==> config.mk <==
export PLATFORM = sky130hd
export DESIGN_NAME = tacs_top
export DESIGN_NICKNAME = d
export VERILOG_FILES = /design/src/pkg/tacs_pkg.sv /design/src/verilog/tacs_top.sv
export SDC_FILE = /design/constraint.sdc
export NUM_CORES = 1
export LEC_CHECK = 0
export BUFFER_PORTS_ARGS = -buffer_cell sky130_fd_sc_hd__buf_2
export CORE_MARGIN = 2
export CORE_UTILIZATION = 51
export DETAILED_ROUTE_END_ITERATION = 10
export GPL_TIMING_DRIVEN = 0
export PLACE_DENSITY = 0.84
export SYNTH_ARGS = -nofsm -noshare
export SYNTH_HDL_FRONTEND = slang
export SYNTH_SLANG_ARGS = --single-unit
==> constraint.sdc <==
create_clock -name ref_clk -period 3.6 [get_ports ref_clk]
set_input_delay 0.54 -clock ref_clk [delete_from_list [all_inputs] [get_ports ref_clk]]
set_output_delay 0.54 -clock ref_clk [all_outputs]
set_load 0.1 [all_outputs]
==> src/pkg/tacs_pkg.sv <==
// Package for the timer array clock and mode select block
`default_nettype none
package tacs_pkg;
    localparam int          TACS_CHANNELS      = 4;
    localparam logic [19:0] TACS_PRESCALE_ADDR = 20'hf01b6;
    localparam logic [19:0] TACS_MODE0_ADDR    = 20'hf0190;
    localparam logic [15:0] TACS_RESET_VALUE   = 16'h0000;
    // Prescaler select fields
    localparam int TACS_PS0_LSB = 0;
    localparam int TACS_PS1_LSB = 4;
    localparam int TACS_PS2_LSB = 8;
    localparam int TACS_PS3_LSB = 12;
    localparam logic [15:0] TACS_PS_WMASK = 16'h33ff;
    // Mode register fields
    localparam int TACS_OPCLK_LSB = 14;
    localparam int TACS_CSRC_BIT  = 12;
    localparam int TACS_B11_BIT   = 11;
    localparam int TACS_TRIG_LSB  = 8;
    localparam int TACS_EDGE_LSB  = 6;
    localparam int TACS_FUNC_LSB  = 0;
    localparam logic [15:0] TACS_MODE_WMASK = 16'hdfcf;
    // Edge polarity codes
    localparam logic [1:0] TACS_EDGE_FALL = 2'h0;
    localparam logic [1:0] TACS_EDGE_RISE = 2'h1;
    // Prescaler divide exponents for the reduced clocks
    localparam logic [3:0] TACS_PS2_EXP0 = 4'h1;
    localparam logic [3:0] TACS_PS2_EXP1 = 4'h2;
    localparam logic [3:0] TACS_PS2_EXP2 = 4'h4;
    localparam logic [3:0] TACS_PS2_EXP3 = 4'h6;
    localparam logic [3:0] TACS_PS3_EXP0 = 4'h8;
    localparam logic [3:0] TACS_PS3_EXP1 = 4'ha;
    localparam logic [3:0] TACS_PS3_EXP2 = 4'hc;
    localparam logic [3:0] TACS_PS3_EXP3 = 4'he;
endpackage
`default_nettype wire

==> src/verilog/tacs_top.sv <==
// Prescaler, operation clock and count source selection for four timer channels
`default_nettype none
// Summary of operation
// RULE_01 - Clock 2 ratio codes 0..3 give core clock divided by 2, 4, 16, 64.
// RULE_02 - Clock 3 ratio codes 0..3 give core clock divided by 2^8..2^14 in steps of four.
// RULE_03 - Each prescaled clock is a one-cycle-high pulse per division interval.
// RULE_04 - Software stops all channels before changing the core clock source.
// RULE_05 - Software writes zero to prescaler bits 15, 14, 11 and 10.
// RULE_06 - Software rewrites a running channel's mode only in edge polarity bits.
// RULE_07 - Mode registers are written as whole 16-bit words and reset to zero.
// RULE_08 - Bit 11: lead flag on channel 2, half-width on 1 and 3, zero on 0.
// RULE_09 - A fixed bit 11 reads zero and ignores writes.
// RULE_10 - Mode layout: clock, zero, source, bit 11, trigger, edge, zeros, function.
// RULE_11 - Clock codes 00, 01, 10, 11 pick prescaled clocks 0, 2, 1, 3.
// RULE_12 - Only channels 1 and 3 may use prescaled clocks 2 or 3.
// RULE_13 - Operation clock paces the edge detector; count clock derived per source select.
// RULE_14 - Source 0 counts operation clock; source 1 counts valid input edges.
// RULE_15 - The count clock is delivered to counter, output and interrupt logic.
// RULE_16 - Half-width channels 1 and 3 may time intervals from clocks 2 or 3.
// RULE_17 - Prescaler fields: clock0 bits 3:0, clock1 7:4, clock2 9:8, clock3 13:12.
// RULE_18 - Software rewrites a ratio only while channels using it are stopped.
// RULE_19 - Clock 0 and 1 fields divide core clock by 2^k, k from 0 to 15.
// RULE_20 - Reserved and fixed-zero bits read as zero.
// RULE_21 - Everything runs on one clock; prescaled clocks and edges are enables.
module tacs_top
    import tacs_pkg::*;
#(
    parameter int CHANNELS = TACS_CHANNELS
)
(
    // Clock and reset
    input  wire logic                  ref_clk,
    input  wire logic                  rstn,
    // Register access port
    input  wire logic [19:0]           reg_addr,
    input  wire logic                  reg_wr,
    input  wire logic                  reg_rd,
    input  wire logic [15:0]           reg_wdata,
    output logic      [15:0]           reg_rdata,
    // Channel pins and route select
    input  wire logic [CHANNELS-1:0]   timer_input_pin,
    input  wire logic                  input_route_alt,
    input  wire logic                  input_route_sel,
    input  wire logic [CHANNELS-1:0]   channel_running,
    // Enables toward the channel counters
    output logic [3:0]                 prescaled_clock,
    output logic [CHANNELS-1:0]        op_clock_en,
    output logic [CHANNELS-1:0]        sample_en,
    output logic [CHANNELS-1:0]        count_clock_en,
    output logic [CHANNELS-1:0]        half_width,
    output logic [CHANNELS-1:0]        lead_channel
);
    // Bit 11 decode and the clock 2/3 restriction assume exactly four channels
    if (CHANNELS != 4)
    begin : g_channel_check
        $error("tacs_top supports exactly four channels");
    end

    // Reset release through two flops
    // Release is synchronous, so every flop leaves reset on the same edge
    logic rst_meta_q;
    logic rst_sync_q;
    always_ff @(posedge ref_clk or negedge rstn)
    begin
        if (!rstn)
        begin
            rst_meta_q <= 1'b0;
            rst_sync_q <= 1'b0;
        end
        else
        begin
            rst_meta_q <= 1'b1;
            rst_sync_q <= rst_meta_q;
        end
    end
    wire logic rst_n = rst_sync_q;

    // Pin inputs pass two flops before any logic
    // Only the second flop is read; the first may still be settling
    logic [CHANNELS-1:0] pin_meta_q;
    logic [CHANNELS-1:0] pin_sync_q;
    logic                alt_meta_q;
    logic                alt_sync_q;
    always_ff @(posedge ref_clk or negedge rst_n)
    begin
        if (!rst_n)
        begin
            pin_meta_q <= '0;
            pin_sync_q <= '0;
            alt_meta_q <= 1'b0;
            alt_sync_q <= 1'b0;
        end
        else
        begin
            pin_meta_q <= timer_input_pin;
            pin_sync_q <= pin_meta_q;
            alt_meta_q <= input_route_alt;
            alt_sync_q <= alt_meta_q;
        end
    end

    // Register file state
    // Read data is registered: a read answers one cycle after its strobe
    logic [15:0] ps_q;
    logic [15:0] ps_d;
    logic [15:0] mode_q [CHANNELS];
    logic [15:0] mode_d [CHANNELS];
    logic [15:0] rdata_q;
    logic [15:0] rdata_d;

    // Bit 11 is writable only on channels 1, 2 and 3
    function automatic logic [15:0] mode_mask(input int ch);
        logic [15:0] m;
        m = TACS_MODE_WMASK;
        if (ch == 0)
            m[TACS_B11_BIT] = 1'b0; // see RULE_08 see RULE_09
        return m;
    endfunction

    // Register writes and read mux
    always_comb
    begin
        ps_d    = ps_q;
        rdata_d = rdata_q;
        for (int i = 0; i < CHANNELS; i++)
            mode_d[i] = mode_q[i];
        if (reg_wr && reg_addr == TACS_PRESCALE_ADDR)
            ps_d = reg_wdata & TACS_PS_WMASK; // see RULE_17 see RULE_20
        for (int i = 0; i < CHANNELS; i++)
        begin
            // Whole-word write; unused bits are forced to zero
            if (reg_wr && reg_addr == TACS_MODE0_ADDR + 20'(2 * i))
                mode_d[i] = reg_wdata & mode_mask(i); // see RULE_07 see RULE_10 see RULE_20
        end
        if (reg_rd)
        begin
            rdata_d = 16'h0000; // Unmapped addresses read zero
            if (reg_addr == TACS_PRESCALE_ADDR)
                rdata_d = ps_q;
            for (int i = 0; i < CHANNELS; i++)
            begin
                if (reg_addr == TACS_MODE0_ADDR + 20'(2 * i))
                    rdata_d = mode_q[i];
            end
        end
    end

    always_ff @(posedge ref_clk or negedge rst_n)
    begin
        if (!rst_n)
        begin
            ps_q    <= TACS_RESET_VALUE;
            rdata_q <= TACS_RESET_VALUE;
            for (int i = 0; i < CHANNELS; i++)
                mode_q[i] <= TACS_RESET_VALUE; // see RULE_07
        end
        else
        begin
            ps_q    <= ps_d;
            rdata_q <= rdata_d;
            for (int i = 0; i < CHANNELS; i++)
                mode_q[i] <= mode_d[i];
        end
    end

    // Free-running prescaler counter shared by all four clocks
    // A ratio change acts at once; software keeps the affected channels stopped
    logic [14:0] div_q;
    logic [14:0] div_d;
    logic [3:0]  exp_sel [4];
    logic [3:0]  tick;
    always_comb
    begin
        div_d = div_q + 15'h0001;
        exp_sel[0] = ps_q[TACS_PS0_LSB +: 4]; // see RULE_19
        exp_sel[1] = ps_q[TACS_PS1_LSB +: 4]; // see RULE_19
        unique case (ps_q[TACS_PS2_LSB +: 2]) // see RULE_01
            2'h0: exp_sel[2] = TACS_PS2_EXP0;
            2'h1: exp_sel[2] = TACS_PS2_EXP1;
            2'h2: exp_sel[2] = TACS_PS2_EXP2;
            2'h3: exp_sel[2] = TACS_PS2_EXP3;
        endcase
        unique case (ps_q[TACS_PS3_LSB +: 2]) // see RULE_02
            2'h0: exp_sel[3] = TACS_PS3_EXP0;
            2'h1: exp_sel[3] = TACS_PS3_EXP1;
            2'h2: exp_sel[3] = TACS_PS3_EXP2;
            2'h3: exp_sel[3] = TACS_PS3_EXP3;
        endcase
        // Pulse when the low k bits are all ones: one cycle every 2^k
        for (int k = 0; k < 4; k++)
        begin
            tick[k] = 1'b1; // see RULE_03 see RULE_21
            for (int b = 0; b < 15; b++)
            begin
                if (4'(b) < exp_sel[k] && !div_q[b])
                    tick[k] = 1'b0;
            end
        end
    end

    // Operation clock, edge detector and count clock per channel
    // Channel 1 may take its input from the alternate route instead of its pin
    logic [CHANNELS-1:0] pin_prev_q;
    logic [CHANNELS-1:0] pin_prev_d;
    logic [CHANNELS-1:0] op_d;
    logic [CHANNELS-1:0] samp_d;
    logic [CHANNELS-1:0] cnt_d;
    logic [CHANNELS-1:0] half_d;
    logic [CHANNELS-1:0] lead_d;
    always_comb
    begin
        pin_prev_d = pin_prev_q;
        for (int i = 0; i < CHANNELS; i++)
        begin
            logic       src;
            logic       rise;
            logic       fall;
            logic       valid;
            logic [1:0] cks;
            logic [1:0] pol;
            rise  = 1'b0;
            fall  = 1'b0;
            valid = 1'b0;
            src   = (i == 1 && input_route_sel) ? alt_sync_q : pin_sync_q[i]; // see RULE_14
            cks   = mode_q[i][TACS_OPCLK_LSB +: 2];
            pol   = mode_q[i][TACS_EDGE_LSB +: 2];
            // Clocks 2 and 3 fall back to clock 0 and 1 on channels 0 and 2
            unique case (cks) // see RULE_11 see RULE_12 see RULE_16
                2'h0: op_d[i] = tick[0];
                2'h1: op_d[i] = (i == 1 || i == 3) ? tick[2] : tick[0];
                2'h2: op_d[i] = tick[1];
                2'h3: op_d[i] = (i == 1 || i == 3) ? tick[3] : tick[1];
            endcase
            // Edge detector samples only on operation clock pulses
            if (op_d[i]) // see RULE_13
            begin
                rise = src && !pin_prev_q[i];
                fall = !src && pin_prev_q[i];
                pin_prev_d[i] = src;
            end
            // Codes 2 and 3 both count either edge; they differ only in trigger use
            if (pol == TACS_EDGE_FALL)
                valid = fall;
            else if (pol == TACS_EDGE_RISE)
                valid = rise;
            else
                valid = rise | fall;
            samp_d[i] = op_d[i];
            cnt_d[i]  = mode_q[i][TACS_CSRC_BIT] ? valid : op_d[i]; // see RULE_14 see RULE_15
            half_d[i] = (i == 1 || i == 3) && mode_q[i][TACS_B11_BIT]; // see RULE_08
            lead_d[i] = (i == 2) && mode_q[i][TACS_B11_BIT]; // see RULE_08
        end
    end

    // Registered outputs keep every output straight from a flop
    // The extra stage costs one cycle of latency on every enable
    logic [3:0]          pclk_q;
    logic [CHANNELS-1:0] op_q;
    logic [CHANNELS-1:0] samp_q;
    logic [CHANNELS-1:0] cnt_q;
    logic [CHANNELS-1:0] half_q;
    logic [CHANNELS-1:0] lead_q;
    always_ff @(posedge ref_clk or negedge rst_n)
    begin
        if (!rst_n)
        begin
            div_q      <= '0;
            pin_prev_q <= '0;
            pclk_q     <= '0;
            op_q       <= '0;
            samp_q     <= '0;
            cnt_q      <= '0;
            half_q     <= '0;
            lead_q     <= '0;
        end
        else
        begin
            div_q      <= div_d;
            pin_prev_q <= pin_prev_d;
            pclk_q     <= tick; // see RULE_03
            op_q       <= op_d;
            samp_q     <= samp_d;
            cnt_q      <= cnt_d;
            half_q     <= half_d;
            lead_q     <= lead_d;
        end
    end

    // Output wiring; channel_running is software's concern, kept only as an unused input
    // Nothing gates on channel_running: rewrite discipline is left to software
    assign reg_rdata       = rdata_q;
    assign prescaled_clock = pclk_q;
    assign op_clock_en     = op_q;
    assign sample_en       = samp_q;
    assign count_clock_en  = cnt_q;
    assign half_width      = half_q;
    assign lead_channel    = lead_q;

    wire logic unused_running = ^channel_running;
endmodule
`default_nettype wire

==> impl_metrics.ini <==
[placed_design]
hpwlAfterDp_um = 9320
place_area_um2 = 6320
gp_congestion = 0.916
io_buffers = 79
dp.cells = 694

[grt]
grt_max_degree = 76
track_usage = 0.243
grt_overflow_total = 0
grt_pass1_vias = 4261
grt_pass1_wl_um = 21600
antenna_found_initial = 0

[yosys]
synth-xor-area-share = 0.0184
synth.area.mux_share = 0.151
syn_area_um2 = 5700
ys_seq_elements = 125
yosys_warnings = 0
seq_area_frac_synth = 0.549
yosys.area_share.simple = 0.0964
ys_types = 61
synth.avg_cell_area_um2 = 12.1
postSynthCellCount = 470
synth_compound_area_frac = 0.137
synth_fa_ha_area_frac = 0.00439
synth_top_area_frac = 0.549
synth_top_family_by_area = multiplexers
synth-edff-count = 0
synth_area_leader_cell = dfrtp_1
yosysMostFrequentCell = dfrtp_1
synthArstFlopShare = 1.00
synthTopCellsByCount = dfrtp_1, mux2_1, nor2_1
ys_top_cells_by_area = dfrtp_1, mux2_1, o21ai_0
ys.flop_type = dfrtp_1

[clocking]
clk_pin_slew_ns = 0.06
cts_made_buffers = 17
insertion_delay_ns = 0.53
cts_htree_levels = 4
clockRootBuffer = clkbuf_8
cts_sinks = 125
clock_path_buffers = 2
postCtsSetupRepairBufs = 0
cts_tree = done
hold_buffers = 1
cts_resized = 0

[setup_path]
cp.arrival_ns = 2.79
worstPathCellList = buf_2, o21bai_1, a21boi_1, o41ai_2, o21ai_1, mux2i_1, mux2_1
startpoint_type = flop
worst-path-buf-inv = 1
regToRegSetupSlack_ns = 1.22
max_stage_delay_ns = 0.40
path_class = flop to flop
path_max_fanout = 10
endpoint_kind = flop
critPathTopFamily = compound AO/OA/AOI/OAI gates
critical_path_required_ns = 4.01
slowest_stage = o41ai_2

[worst_hold_path]
min_path_type = input pin to flop

[run_status]
outcome = complete, no violations

[die]
die_y_um = 110
boundaryPins = 90
dieArea_um2 = 12000
die-width_um = 110
rows = 38
core_area_um2 = 10900
start_util = 0.523

[routing]
viasPerCell = 5.78
dr.pass1.iters = 7
wire_per_inst_um = 18.5
vias = 4205
totalWireLength_um = 13500
drc = 0
postRouteAntennaNets = 0
drt_iter0_drc = 348

[finish]
area_delta_synth_final_pct = 21.0
diodes = 0
drive_gt1_frac = 0.274
final_cell_count_no_fill = 727
fin_area_um2 = 6890
fin_util = 0.633
fillers = 798
finish.net_count = 626

[timing]
tightest_slew_ns = 0.861
maxSlewHeadroom = 0.423
fmax_mhz = 420
clock_skew_ns = 0.00681
setup_tns_ns = 0
period_needed_ns = 2.38
period_share = 0.662
timing.hold.ws_ns = 0.111
setup_viol = 0
rsz0062_at_grt = false
slew_viol_final = 0
hold_viol_final = 0

[power_and_ir_drop]
vdd_drop_max_mv = 0.379
power.density_nw_per_um2 = 476
cellLeakagePower_nw = 3.29

[job]
max-cap-violations = 0
-- stage by stage --
stage	power (mW)	setup slack, ns
detailed placement	1.68	1.01
global placement	1.67	0.923
CTS	3.30	1.25
floorplan	1.61	1.48
finish	3.28	1.22
global route	3.39	1.09
-- worst reg2reg max path, cell delays in order (launching register included) --
cell and delay [ns]:
dfrtp_1 0.35, buf_2 0.18, o21bai_1 0.20, a21boi_1 0.10, o41ai_2 0.40, o21ai_1 0.28, mux2i_1 0.39, mux2_1 0.36
-- power breakdown --
| group | switching, mW | internal [mW] | total (mW) | leakage [nW] |
|---|---|---|---|---|
| sequential | 0.0220 | 1.42 | 1.45 | 1.62 |
| combinational | 0.158 | 0.0502 | 0.208 | 1.40 |
| clock | 0.614 | 1.02 | 1.63 | 0.270 |
| total | 0.794 | 2.49 | 3.28 | 3.29 |
-- path summary, 6_finish.rpt --
path	startpoint	end	cells after the start
worst max-delay path	ps_q[5]	pin_prev_q[2]	7
worst min-delay path	timer_input_pin[2]	pin_meta_q[2]	1
worst max register to register	ps_q[5]	pin_prev_q[2]	7
worst min register to register	pin_meta_q[0]	pin_sync_q[0]	0
max in group asynchronous	rst_n	alt_sync_q	1
min in group asynchronous	rstn	rst_n	2
-- kinds of logic after synthesis --
kind of cell,after synthesis
AOI/OAI and AO/OA,110
xor gates and xnor gates,12
adders and majority gates,2
buffers and inverters,50
DFF,125
muxes,76
other,2
and+or+nand+nor,93
-- layout make-up --
| class | instances | area (um2) | area share |
|---|---|---|---|
| Inverter | 20 | 75.1 | 0.0109 |
| Clock buffer | 21 | 449 | 0.0652 |
| Timing Repair Buffer | 81 | 433 | 0.0628 |
| Clock inverter | 11 | 119 | 0.0172 |
| Multi-Input combinational cell | 299 | 2340 | 0.339 |
| Tap cell | 140 | 175 | 0.0254 |
| Buffer | 30 | 171 | 0.0249 |
| Sequential cell | 125 | 3130 | 0.454 |
-- metal layers --
metal	vias to the layer above	track usage	wire, um
li1	1910	-	-
met1	2082	0.317	5790
met2	183	0.386	6480
met3	30	0.0646	896
met4	0	0.100	296
met5	-	0	0
-- registers in the layout, indices dropped and copies added (netlist names), 2 cells and up --
signal           flops
ps_q                12
pin_meta_q           4
count_clock_en       4
reg_rdata           16
prescaled_clock      4
sample_en            4
div_q               15
pin_prev_q           4
pin_sync_q           4
half_width           2
mode_q              48
half_d               2
-- layout by cell type (no fill, tap or decap), types with 3 or more instances in the layout --
cell type | netlist | final
nor2_1 | 32 | 32
clkinvlp_4 | 0 | 4
a22oi_1 | 6 | 6
nand2b_1 | 3 | 3
nor3_2 | 4 | 4
a21boi_1 | 3 | 3
a221oi_1 | 10 | 10
mux2_2 | 8 | 8
conb_1 | 2 | 6
o21ai_1 | 6 | 6
mux2_1 | 60 | 60
nor2b_1 | 3 | 3
xor2_1 | 5 | 5
a21oi_1 | 18 | 18
buf_4 | 12 | 12
o211ai_1 | 3 | 3
o21ai_0 | 24 | 24
a31oi_1 | 4 | 4
o22ai_1 | 7 | 7
clkinv_2 | 0 | 4
xnor2_1 | 7 | 7
dfrtp_1 | 125 | 124
buf_2 | 11 | 90
clkbuf_1 | 7 | 9
mux2i_1 | 7 | 7
nand3_1 | 9 | 9
clkbuf_16 | 0 | 16
a22o_1 | 7 | 7
nand2_1 | 18 | 18
clkbuf_8 | 0 | 3
nor3_1 | 4 | 4
o21bai_1 | 5 | 5
inv_1 | 19 | 19
Note: power is estimated with default switching activity, not from simulation.
